File: src/sar_adc_pkg.sv
/*
 Shared constants, types and helper functions of the converter sequencer:
 register indices, field positions, reset values, clock-select codes and
 conversion timing. Assumes an 8-bit register port with a 3-bit index.
*/
package sar_adc_pkg;

	// Register indices on the plain register port.
	localparam logic [2:0] ADDR_CTRL_ZERO = 3'h0;
	localparam logic [2:0] ADDR_CTRL_ONE  = 3'h1;
	localparam logic [2:0] ADDR_RES_HIGH  = 3'h2;
	localparam logic [2:0] ADDR_RES_LOW   = 3'h3;
	localparam logic [2:0] ADDR_FLAG      = 3'h4;
	localparam logic [2:0] ADDR_IRQ_EN    = 3'h5;

	// Field positions.
	localparam int ENABLE_BIT  = 0;
	localparam int GO_BIT      = 1;
	localparam int CHAN_LSB    = 2;
	localparam int CHAN_MSB    = 6;
	localparam int PREF_LSB    = 0;
	localparam int PREF_MSB    = 1;
	localparam int NREF_BIT    = 2;
	localparam int CLKSEL_LSB  = 4;
	localparam int CLKSEL_MSB  = 6;
	localparam int JUSTIFY_BIT = 7;
	localparam int DONE_BIT    = 0;
	localparam int IRQ_EN_BIT  = 0;

	// Values after reset.
	localparam logic [7:0] CTRL_ZERO_RESET = 8'h00;
	localparam logic [7:0] CTRL_ONE_RESET  = 8'h00;
	localparam logic [7:0] RESULT_RESET    = 8'h00;

	// Conversion timing in half bit periods: 11.5 periods in all.
	localparam logic [4:0] HALVES_PER_CONV = 5'd23;
	localparam logic [4:0] FIRST_RESOLVE   = 5'd4;
	localparam logic [4:0] LAST_RESOLVE    = 5'd22;
	localparam logic [9:0] FIRST_TRIAL     = 10'h200;
	localparam logic [3:0] RESULT_BITS     = 4'd10;

	// Clock-select codes; the two low bits 11 pick the RC oscillator.
	localparam logic [2:0] CLK_DIV2  = 3'h0;
	localparam logic [2:0] CLK_DIV4  = 3'h4;
	localparam logic [2:0] CLK_DIV8  = 3'h1;
	localparam logic [2:0] CLK_DIV16 = 3'h5;
	localparam logic [2:0] CLK_DIV32 = 3'h2;
	localparam logic [2:0] CLK_DIV64 = 3'h6;
	localparam logic [1:0] CLK_RC_LOW = 2'h3;

	typedef enum logic [2:0] {
		ST_IDLE  = 3'b001,
		ST_DELAY = 3'b010,
		ST_CONV  = 3'b100
	} seq_state_t;

	// System clocks in one half bit period for a divided source.
	function automatic logic [5:0] half_period_cycles(input logic [2:0] sel);
		case (sel)
			CLK_DIV2:  half_period_cycles = 6'h01;
			CLK_DIV4:  half_period_cycles = 6'h02;
			CLK_DIV8:  half_period_cycles = 6'h04;
			CLK_DIV16: half_period_cycles = 6'h08;
			CLK_DIV32: half_period_cycles = 6'h10;
			CLK_DIV64: half_period_cycles = 6'h20;
			default:   half_period_cycles = 6'h01;
		endcase
	endfunction : half_period_cycles

	function automatic logic is_rc_source(input logic [2:0] sel);
		is_rc_source = (sel[1:0] == CLK_RC_LOW);
	endfunction : is_rc_source

endpackage : sar_adc_pkg

File: src/sar_adc_sequencer.sv
/*
 Control sequencer of a 10-bit successive-approximation converter:
 registers, start, abort, completion, result formatting and sleep.
 Assumes a synchronous register port, a comparator input that is valid
 whenever a bit is resolved, and one-cycle pulses for the RC oscillator,
 the instruction cycle and the compare-unit trigger.
*/
// Strobed register access and the register offsets are this design's own decisions.
`timescale 1ns/1ps
module sar_adc_sequencer
	import sar_adc_pkg::*;
(
	input  wire logic       clk,
	input  wire logic       rst,
	input  wire logic [2:0] addr,
	input  wire logic [7:0] wdata,
	input  wire logic       wr_en,
	input  wire logic       rd_en,
	output logic      [7:0] rdata,
	input  wire logic       comparator,
	input  wire logic       rc_tick,
	input  wire logic       instr_tick,
	input  wire logic       sleep,
	input  wire logic       event_trigger,
	output logic            irq,
	output logic            wake,
	output logic            timer_clear,
	output logic            powered,
	output logic            converting,
	output logic      [9:0] trial_code,
	output logic      [4:0] channel_select,
	output logic      [1:0] pos_ref,
	output logic            neg_ref
);

	// Register contents.
	logic             converter_enable;
	logic             go;
	logic             result_justify_select;
	logic       [2:0] conv_clock_select;
	logic             conv_done_flag;
	logic             conv_irq_enable;
	logic       [7:0] result_high_byte;
	logic       [7:0] result_low_byte;

	// Sequencer state.
	seq_state_t       state;
	logic       [4:0] halves;
	logic       [9:0] sar;
	logic       [9:0] trial;
	logic       [3:0] resolved;
	logic             power_down;

	// Next values.
	seq_state_t       next_state;
	logic       [4:0] next_halves;
	logic       [9:0] next_sar;
	logic       [9:0] next_trial;
	logic       [3:0] next_resolved;
	logic             next_power_down;
	logic             next_go;
	logic             next_enable;
	logic             next_flag;
	logic             next_irq_enable;
	logic       [7:0] next_high;
	logic       [7:0] next_low;

	logic             half_tick;

	// Fills every unresolved bit with the value of the last one resolved.
	function automatic logic [9:0] fill_partial(input logic [9:0] value,
		input logic [3:0] count);
		logic [9:0] keep;
		logic       last;
		keep = ~(10'h3ff >> count);
		last = (count != 4'h0) && value[RESULT_BITS - count];
		fill_partial = (value & keep) | (~keep & {10{last}});
	endfunction : fill_partial

	// Register decode.
	wire wr_ctrl0  = wr_en && (addr == ADDR_CTRL_ZERO);
	wire wr_ctrl1  = wr_en && (addr == ADDR_CTRL_ONE);
	wire wr_high   = wr_en && (addr == ADDR_RES_HIGH);
	wire wr_low    = wr_en && (addr == ADDR_RES_LOW);
	wire wr_flag   = wr_en && (addr == ADDR_FLAG);
	wire wr_irq_en = wr_en && (addr == ADDR_IRQ_EN);

	// Sequencing conditions.
	wire busy       = (state != ST_IDLE);
	wire rc_sel     = is_rc_source(conv_clock_select);
	wire sleep_stop = sleep && !rc_sel;
	wire turn_off   = wr_ctrl0 && !wdata[ENABLE_BIT] && busy;
	wire sleep_abort = sleep_stop && busy;
	wire sw_abort   = wr_ctrl0 && !wdata[GO_BIT] && busy && !turn_off;
	wire sw_start   = wr_ctrl0 && wdata[GO_BIT] && wdata[ENABLE_BIT];
	wire hw_start   = event_trigger && converter_enable && !wr_ctrl0;
	wire start      = !busy && !sleep_stop && !power_down
		&& (sw_start || hw_start);
	wire hard_stop  = turn_off || sleep_abort;

	// Half-period bookkeeping: bits resolve on even halves 4..22.
	wire [4:0] halves_inc = halves + 5'd1;
	wire tick_conv  = (state == ST_CONV) && half_tick;
	wire resolve    = tick_conv && !halves_inc[0]
		&& (halves_inc >= FIRST_RESOLVE) && (halves_inc <= LAST_RESOLVE);
	wire finish     = tick_conv && (halves_inc == HALVES_PER_CONV)
		&& !hard_stop && !sw_abort;

	// Keep the trial bit if the input is above it, then try the next.
	wire [9:0] cmp_bit   = comparator ? trial : 10'h000;
	wire [9:0] resolved_sar = (sar & ~trial) | cmp_bit | (trial >> 1);

	// Result loading and its formatted bytes.
	wire load_part = sw_abort;
	wire load      = finish || load_part;
	wire [9:0] result_value = finish ? sar : fill_partial(sar, resolved);
	wire [7:0] fmt_high = result_justify_select
		? {6'h00, result_value[9:8]} : result_value[9:2];
	wire [7:0] fmt_low  = result_justify_select
		? result_value[7:0] : {result_value[1:0], 6'h00};

	// Read multiplexer; unmapped indices read as zero.
	wire [7:0] ctrl0_view = {1'b0, channel_select, go, converter_enable};
	wire [7:0] ctrl1_view = {result_justify_select, conv_clock_select,
		1'b0, neg_ref, pos_ref};
	wire [7:0] read_mux =
		(addr == ADDR_CTRL_ZERO) ? ctrl0_view :
		(addr == ADDR_CTRL_ONE)  ? ctrl1_view :
		(addr == ADDR_RES_HIGH)  ? result_high_byte :
		(addr == ADDR_RES_LOW)   ? result_low_byte :
		(addr == ADDR_FLAG)      ? {7'h00, conv_done_flag} :
		(addr == ADDR_IRQ_EN)    ? {7'h00, conv_irq_enable} : 8'h00;

	// Sequencer and register next values.
	always_comb
	begin
		next_state      = state;
		next_halves     = halves;
		next_sar        = sar;
		next_trial      = trial;
		next_resolved   = resolved;
		next_go         = go;
		next_enable     = wr_ctrl0 ? wdata[ENABLE_BIT] : converter_enable;
		next_power_down = power_down;
		next_irq_enable = wr_irq_en ? wdata[IRQ_EN_BIT] : conv_irq_enable;
		next_high       = wr_high ? wdata : result_high_byte;
		next_low        = wr_low ? wdata : result_low_byte;
		// A write of the flag register may only change the flag by value.
		next_flag       = wr_flag ? wdata[DONE_BIT] : conv_done_flag;
		if (wr_ctrl0 && !busy)
			next_go = 1'b0;
		case (state)
			ST_IDLE:
			begin
				if (start)
				begin
					next_go       = 1'b1;
					next_halves   = 5'd0;
					next_sar      = FIRST_TRIAL;
					next_trial    = FIRST_TRIAL;
					next_resolved = 4'h0;
					if (rc_sel)
						next_state = ST_DELAY;
					else
						next_state = ST_CONV;
				end
			end
			ST_DELAY:
			begin
				// The extra instruction lets a sleep instruction go first.
				if (hard_stop || sw_abort)
				begin
					next_go    = 1'b0;
					next_state = ST_IDLE;
				end
				else if (instr_tick)
					next_state = ST_CONV;
			end
			ST_CONV:
			begin
				if (hard_stop || sw_abort || finish)
				begin
					next_go    = 1'b0;
					next_state = ST_IDLE;
				end
				else if (tick_conv)
				begin
					next_halves = halves_inc;
					if (resolve)
					begin
						next_sar      = resolved_sar;
						next_trial    = trial >> 1;
						next_resolved = resolved + 4'h1;
					end
				end
			end
			default:
			begin
				next_state = ST_IDLE;
				next_go    = 1'b0;
			end
		endcase
		// Completion wins over a software clear in the same cycle.
		if (finish)
			next_flag = 1'b1;
		if (load)
		begin
			next_high = fmt_high;
			next_low  = fmt_low;
		end
		// Power-down holds the enable bit but idles the analog side.
		if (sleep_abort || (sleep_stop && converter_enable))
			next_power_down = 1'b1;
		else if (finish && sleep && !conv_irq_enable)
			next_power_down = 1'b1;
		else if (!sleep)
			next_power_down = 1'b0;
	end

	// Sequencer, flag and result flops; reset stops any conversion.
	always_ff @(posedge clk)
	begin
		if (rst)
		begin
			state      <= ST_IDLE;
			halves     <= 5'd0;
			sar        <= 10'h000;
			trial      <= 10'h000;
			resolved   <= 4'h0;
			power_down <= 1'b0;
			conv_done_flag   <= 1'b0;
			conv_irq_enable  <= 1'b0;
			result_high_byte <= RESULT_RESET;
			result_low_byte  <= RESULT_RESET;
		end
		else
		begin
			state      <= next_state;
			halves     <= next_halves;
			sar        <= next_sar;
			trial      <= next_trial;
			resolved   <= next_resolved;
			power_down <= next_power_down;
			conv_done_flag   <= next_flag;
			conv_irq_enable  <= next_irq_enable;
			result_high_byte <= next_high;
			result_low_byte  <= next_low;
		end
	end

	// Control registers.
	always_ff @(posedge clk)
	begin
		if (rst)
		begin
			converter_enable      <= CTRL_ZERO_RESET[ENABLE_BIT];
			go                    <= CTRL_ZERO_RESET[GO_BIT];
			channel_select        <= CTRL_ZERO_RESET[CHAN_MSB:CHAN_LSB];
			result_justify_select <= CTRL_ONE_RESET[JUSTIFY_BIT];
			conv_clock_select     <= CTRL_ONE_RESET[CLKSEL_MSB:CLKSEL_LSB];
			neg_ref               <= CTRL_ONE_RESET[NREF_BIT];
			pos_ref               <= CTRL_ONE_RESET[PREF_MSB:PREF_LSB];
		end
		else
		begin
			converter_enable <= next_enable;
			go               <= next_go;
			if (wr_ctrl0)
				channel_select <= wdata[CHAN_MSB:CHAN_LSB];
			if (wr_ctrl1)
			begin
				result_justify_select <= wdata[JUSTIFY_BIT];
				conv_clock_select     <= wdata[CLKSEL_MSB:CLKSEL_LSB];
				neg_ref               <= wdata[NREF_BIT];
				pos_ref               <= wdata[PREF_MSB:PREF_LSB];
			end
		end
	end

	// Outputs, each from a flop, aligned with the registers they mirror.
	always_ff @(posedge clk)
	begin
		if (rst)
		begin
			rdata       <= 8'h00;
			irq         <= 1'b0;
			wake        <= 1'b0;
			timer_clear <= 1'b0;
			powered     <= 1'b0;
			converting  <= 1'b0;
			trial_code  <= 10'h000;
		end
		else
		begin
			rdata       <= rd_en ? read_mux : 8'h00;
			irq         <= next_flag && next_irq_enable;
			wake        <= finish && sleep && conv_irq_enable;
			timer_clear <= event_trigger;
			powered     <= next_enable && !next_power_down;
			converting  <= (next_state == ST_CONV);
			trial_code  <= next_sar;
		end
	end

	sar_bit_clock u_bit_clock (
		.clk          (clk),
		.rst          (rst),
		.clock_select (conv_clock_select),
		.run          (state == ST_CONV),
		.rc_tick      (rc_tick),
		.half_tick    (half_tick)
	);

endmodule : sar_adc_sequencer

File: src/sar_bit_clock.sv
/*
 Bit-period timebase of the converter: one pulse per half bit period,
 either from a divided system clock or from the RC oscillator ticks.
 Assumes rc_tick is a one-cycle pulse, synchronous to clk, marking each
 half period of the RC oscillator.
*/
`timescale 1ns/1ps
module sar_bit_clock
	import sar_adc_pkg::*;
(
	input  wire logic       clk,
	input  wire logic       rst,
	input  wire logic [2:0] clock_select,
	input  wire logic       run,
	input  wire logic       rc_tick,
	output logic            half_tick
);

	logic [5:0] count;

	wire       rc_mode = is_rc_source(clock_select);
	wire [5:0] limit   = half_period_cycles(clock_select);
	wire [5:0] count_inc = count + 6'h01;
	wire       wrap    = (count_inc >= limit);

	// The divider restarts with every conversion, so a change of the
	// system clock rate simply stretches or shrinks each period.
	always_ff @(posedge clk)
	begin
		if (rst || !run)
			count <= 6'h00;
		else if (rc_mode || wrap)
			count <= 6'h00;
		else
			count <= count_inc;
	end

	// The RC source ignores the divider entirely.
	always_ff @(posedge clk)
	begin
		if (rst || !run)
			half_tick <= 1'b0;
		else if (rc_mode)
			half_tick <= rc_tick;
		else
			half_tick <= wrap;
	end

endmodule : sar_bit_clock
File: config.mk
export PLATFORM = sky130hd
export DESIGN_NAME = sar_adc_sequencer
export DESIGN_NICKNAME = d
export VERILOG_FILES = /design/src/sar_adc_pkg.sv /design/src/sar_adc_sequencer.sv /design/src/sar_bit_clock.sv
export SDC_FILE = /design/constraint.sdc
export NUM_CORES = 1
export LEC_CHECK = 0
export BUFFER_PORTS_ARGS = -buffer_cell sky130_fd_sc_hd__buf_2
export CAP_MARGIN = 20
export CORE_UTILIZATION = 45
export CTS_CLUSTER_DIAMETER = 50
export DETAILED_ROUTE_END_ITERATION = 8
export PLACE_DENSITY = 0.62
export SYNTH_ARGS = -nofsm -noshare
export SYNTH_HDL_FRONTEND = slang
export SYNTH_HIERARCHICAL = 1
export SYNTH_SLANG_ARGS = --single-unit
File: constraint.sdc
create_clock -name clk -period 5.45 [get_ports clk]
set_input_delay 0.2725 -clock clk [delete_from_list [all_inputs] [get_ports clk]]
set_output_delay 0.2725 -clock clk [all_outputs]
set_load 0.02 [all_outputs]
==> impl_metrics.yaml, run 1 <==
status:
  status: "complete, no violations"
layout:
  final_common_cell: "dfxtp_1"
  drive_above_1_share_pct: 15.5
  area_growth_pct: 10.4
  fin_cells: 699
  mostFrequentLayoutCells: "dfxtp_1, nand2_1, buf_2"
  diodes: 0
  num-nets-final: 599
min_path:
  hold_class: "in2reg"
  hold_path_startpoint: "sleep"
  hold_path_end: "wake"
  hold_depth: 3
clock_network:
  cts_sinks: 85
  cts_made_buffers: 9
  clkSlewWorstSetupHoldPaths_ns: 0.08
  clockBufferDepth: 2
  htree_levels: 3
  cts_resized: 0
  insertion_delay_ns: 0.36
  cts_tree: "done"
  ctsHoldBuffers: 0
  cts_setup_buffers: 0
  root_buffer: "clkbuf_8"
detailed_routing:
  drt_wl_total_um: 11900
  wl_per_cell_um: 17.1
  post-route-drc-count: 0
  drtIter0Drc: 275
  final_antenna_net_count: 0
  firstDrtPassIters: 5
  vias: 4098
  routed_via_density: 5.86
global_routing:
  grt_use_met1_pct: 30.5
  top_usage_layer: "met2"
  grt_usage_pct: 23.0
  grt_pass1_wl_um: 19600
  grt_max_degree: 49
  grt_use_met2_pct: 37.4
  antenna_found_initial: 0
  grt.overflow.total: 0
  grt_pass1_vias: 3863
  met3_usage_pct: 4.09
synthesis:
  synth-seq-cells: 85
  yosys_warnings: 6
  synth_fp_nets: 565
  synthTopCellsByArea: "dfxtp_1, mux2i_1, ha_1, nand2_1, nor2_1"
  synth_enable_flop_cells: 0
  yosys.area.top_type: "dfxtp_1"
  synthFlopType: "dfxtp_1"
  syn_inst: 528
  ys_seq_area_share_pct: 36.6
  synth_area_per_cell_um2: 8.80
  synthArstFlopShare_pct: 0
  synth_top_area_share_pct: 36.6
  netlist_area_um2: 4640
  ys_types: 66
place:
  placedCellCount: 683
  pre_cts_ws_ns: 2.28
  gp_congestion: 0.920
  numPortBuffers: 50
  post-dp-hpwl_um: 8700
floorplanning:
  die_h_um: 104
  io_pins: 51
  row_count: 36
  initial_core_util_pct: 46.9
  coreArea_um2: 9910
  fp.dieArea_um2: 10700
  dieWidth_um: 104
critical_path:
  crit_buf_inv: 1
  cp_slowest_cell: "nor4_1"
  crit_chain: "or3b_1 -> nor4_1 -> nand2_1 -> nand3_1 -> nor3_2 -> buf_6 -> a221o_1"
  r2r_setup_slack_ns: 2.48
  regToRegEndpoint: "trial_code[8]"
  critPathCaptureType: "register"
  crit_path_start_kind: "register"
  path_delay_family: "simple AND/OR/NAND/NOR gates"
  r2r_start: "state[1]"
  crit_type: "reg2reg"
  worstPathRequired_ns: 5.70
  worstPathArrival_ns: 3.22
  crit_fanout: 14
  slowest_delay_ns: 0.64
  reg2reg_depth: 7
pwr:
  p_leak_nw: 1.98
  powerDensity_nw_per_um2: 224
  ir_drop_mv: 0.126
timing:
  fmax_mhz: 337
  tightest_slew_ns: 0.930
  setup_ws_ns: 2.48
  setup_viol: 0
  fin_crit_ns: 2.97
  slew_violations: 0
  final.setup.tns_ns: 0
  period_share_pct: 54.4
  slew_headroom_pct: 37.9
  rsz0062_at_grt: "false"
  hold_viol: 0
  skew_ns: 0.0103
job:
  cap_violations: 0
==> how the worst max path moves through the flow <==
stage	startpoint	endpoint	slack (ns)	cells after the start
after floorplan	state[1]	result_high_byte[0]	3.14	7
after global placement	addr[1]	resolved[0]	2.45	7
after detailed placement	addr[1]	resolved[0]	2.28	7
after CTS	state[1]	resolved[0]	2.42	6
after global routing	state[1]	trial_code[8]	2.25	7
final	state[1]	trial_code[8]	2.48	7
==> metal layers <==
layer	up-vias	routed length, um
li1	2017	-
met1	1938	5440
met2	127	5690
met3	16	596
met4	0	209
met5	-	0
==> worst min-delay path, cell delays in order <==
cell and delay [ns]:
buf_2 0.11, nand2_1 0.05, nor3_1 0.04
==> synthesized netlist by cell type, types with 6 or more instances <==
| cell type | count |
|---|---|
| inv_1 | 14 |
| a22o_1 | 11 |
| o22ai_1 | 9 |
| a221o_1 | 9 |
| a21oi_1 | 35 |
| o21ai_0 | 17 |
| clkbuf_1 | 15 |
| buf_2 | 8 |
| dfxtp_1 | 85 |
| nand3_1 | 17 |
| nand2b_1 | 7 |
| nor2_1 | 48 |
| nand2_1 | 51 |
| mux2i_1 | 30 |
| and3_1 | 6 |
| ha_1 | 17 |
| nor4_1 | 12 |
| nor2b_1 | 24 |
| a211oi_1 | 16 |
==> power breakdown <==
part | switching, W | internal [W]
combinational | 0.0000538 | 0.0000272
sequential | 0.00000581 | 0.000628
clock | 0.000223 | 0.000210
total | 0.000282 | 0.000865
==> final cells by class <==
cell class | instances | area (um^2)
inverters | 15 | 56.3
clock inverters | 4 | 48.8
fillers | 946 | 4780
well taps | 133 | 166
multi-input cells | 400 | 2760
clock buffers | 11 | 131
repair buffers | 51 | 262
flip-flops and latches | 85 | 1700
==> logic make-up (layout without fill, tap and decap cells) <==
kind of cell    after synthesis  after routing  synth area share [%]
flops                        85             85                  36.6
simple gates                192            192                  20.9
xor+xnor                      8              8                  1.51
compound gates              144            144                  22.7
mux                          39             39                  9.62
fa+ha+maj                    17             17                  4.58
buf+inv                      43             81                  4.01
==> registers in the layout, summed over array words and instances, names as in the netlist, 2 cells and up <==
signal             cells
result_low_byte        8
halves                 5
state                  3
result_high_byte       8
u_bit_clock/count      6
channel_select         5
pos_ref                2
rdata                  8
trial_code            10
trial                 10
conv_clock_select      3
resolved               4
==> through the flow <==
| stage | area [um^2] | hold slack [ns] | total power [W] | utilization, % |
|---|---|---|---|---|
| 2_1_floorplan | 4640 | 0.391 | 0.000702 | - |
| 3_3_place_gp | 4940 | 0.455 | 0.000727 | 49.8 |
| 3_5_place_dp | 4940 | 0.463 | 0.000729 | 49.8 |
| 4_1_cts | 5120 | 0.137 | 0.00116 | 51.6 |
| 5_1_grt | 5130 | 0.154 | 0.00119 | 51.7 |
| 6_report | 5130 | 0.149 | 0.00115 | 51.7 |
Note: power is estimated with default switching activity, not from simulation.
==> run 2, diff against run 1 <==
--- a/config.mk
+++ b/config.mk
@@ -10,7 +10,7 @@
 export CORE_UTILIZATION = 45
 export CTS_CLUSTER_DIAMETER = 50
 export DETAILED_ROUTE_END_ITERATION = 8
-export PLACE_DENSITY = 0.62
+export PLACE_DENSITY = 0.64
 export SYNTH_ARGS = -nofsm -noshare
 export SYNTH_HDL_FRONTEND = slang
 export SYNTH_HIERARCHICAL = 1
==> constraint.sdc (replaced) <==
create_clock -name clk -period 2.5 [get_ports clk]
set_input_delay 0.125 -clock clk [delete_from_list [all_inputs] [get_ports clk]]
set_output_delay 0.125 -clock clk [all_outputs]
set_load 0.02 [all_outputs]
==> impl_metrics.yaml, run 2 (synthesis gave the netlist of run 1 again) <==
detailed_routing:
  post-route-drc-count: 0
  firstDrtPassIters: 4
  vias: 4198
  drt_wl_total_um: 12100
  routed_via_density: 5.77
  wl_per_cell_um: 16.7
  drtIter0Drc: 242
  final_antenna_net_count: 0
timing:
  fin_crit_ns: 2.39
  slew_violations: 0
  fmax_mhz: 418
  period_share_pct: 95.6
  slew_headroom_pct: 63.6
  setup_ws_ns: 0.110
  whs_ns: 0.0328
  tightest_slew_ns: 0.546
  final.setup.tns_ns: 0
  setup_viol: 0
  hold_viol: 0
  skew_ns: 0.0124
  rsz0062_at_grt: "false"
critical_path:
  startpoint: "resolved[0]"
  crit_type: "reg2reg"
  crit_path_start_kind: "register"
  worstPathRequired_ns: 2.74
  crit_fanout: 10
  worstPathArrival_ns: 2.63
  critPathCaptureType: "register"
  r2r_start: "resolved[0]"
layout:
  area_growth_pct: 16.2
  fillCellCount: 932
  drive_above_1_share_pct: 20.4
  mostFrequentLayoutCells: "dfxtp_1, nand2_1, buf_2"
  reg_top3: "trial: 10 flops, trial_code: 10 flops"
  final_util_pct: 54.5
  num-nets-final: 626
  final_common_cell: "dfxtp_1"
  diodes: 0
place:
  post-dp-hpwl_um: 9140
  gp_congestion: 0.866
  pre_cts_ws_ns: 0.0917
  numPortBuffers: 50
clock_network:
  clockBufferDepth: 2
  root_buffer: "clkbuf_8"
  cts_made_buffers: 9
  cts_tree: "done"
  htree_levels: 3
  insertion_delay_ns: 0.36
  clkSlewWorstSetupHoldPaths_ns: 0.09
  cts_setup_buffers: 0
  cts_sinks: 85
job:
  cap_violations: 0
global_routing:
  grt_pass1_vias: 3902
  grt_usage_pct: 23.2
  grt_max_degree: 25
  antenna_found_initial: 0
  grt_pass1_wl_um: 19800
  grt.overflow.total: 0
floorplanning:
  row_count: 36
  die_h_um: 104
  dieWidth_um: 104
  io_pins: 51
  fp.dieArea_um2: 10700
  coreArea_um2: 9910
  initial_core_util_pct: 46.9
pwr:
  p_leak_nw: 2.13
  powerDensity_nw_per_um2: 476
  ir_drop_mv: 0.204
min_path:
  hold_class: "in2reg"
  hold_path_startpoint: "wdata[7]"
status:
  status: "complete, no violations"
run 2: cell type report:
| type | count | area [um^2] | share of cell area, % |
|---|---|---|---|
| repair buffers | 78 | 490 | 9.09 |
| well taps | 133 | 166 | 3.08 |
| inverters | 15 | 56.3 | 1.04 |
| clock inverters | 6 | 70.1 | 1.30 |
| clock buffers | 10 | 128 | 2.36 |
| multi-input cells | 400 | 2780 | 51.6 |
| flip-flops and latches | 85 | 1700 | 31.5 |
run 2: timing repair:
action / in CTS / in global routing
hold buffers: 1 / 1
endpoints found under the hold margin: 1 / 1
gates resized for setup: 0 / 7
setup endpoints to repair: 0 / 13
run 2: stage by stage:
stage	instance area, um^2	instances	total power, W
finish	5400	727	0.00257
CTS	5360	726	0.00259
detailed placement	5160	709	0.00160
global route	5400	727	0.00268
global placement	5160	709	0.00160
floorplan	4640	528	0.00153
run 2: worst paths after layout:
check                          endpoint  slack, ns  cells past startpoint
setup reg to reg    result_high_byte[2]       0.11                      9
hold / removal    result_justify_select       0.03                      3
hold reg to reg       channel_select[3]       0.47                      2
setup / recovery    result_high_byte[2]       0.11                      9
run 2: worst max-delay path, stage by stage, from the launching register on:
cell and delay, ns:
dfxtp_1 0.33, ha_1 0.23, ha_1 0.34, mux4_2 0.29, mux2_2 0.31, a21oi_1 0.15, o22ai_1 0.09, buf_4 0.18
mux2i_2 0.22, o22ai_1 0.12
run 2: metal layers:
layer,wire length [um],vias to the layer above,GRT usage [%]
met1,5690,2002,29.9
met5,0,-,0
met3,419,24,4.22
li1,-,2071,-
met4,359,0,11.3
met2,5660,101,37.2
run 2: power by group:
part | total [W] | internal [W] | switching, W
combinational | 0.000194 | 0.0000715 | 0.000122
clock | 0.000997 | 0.000474 | 0.000524
sequential | 0.00138 | 0.00137 | 0.0000123
total | 0.00257 | 0.00191 | 0.000658
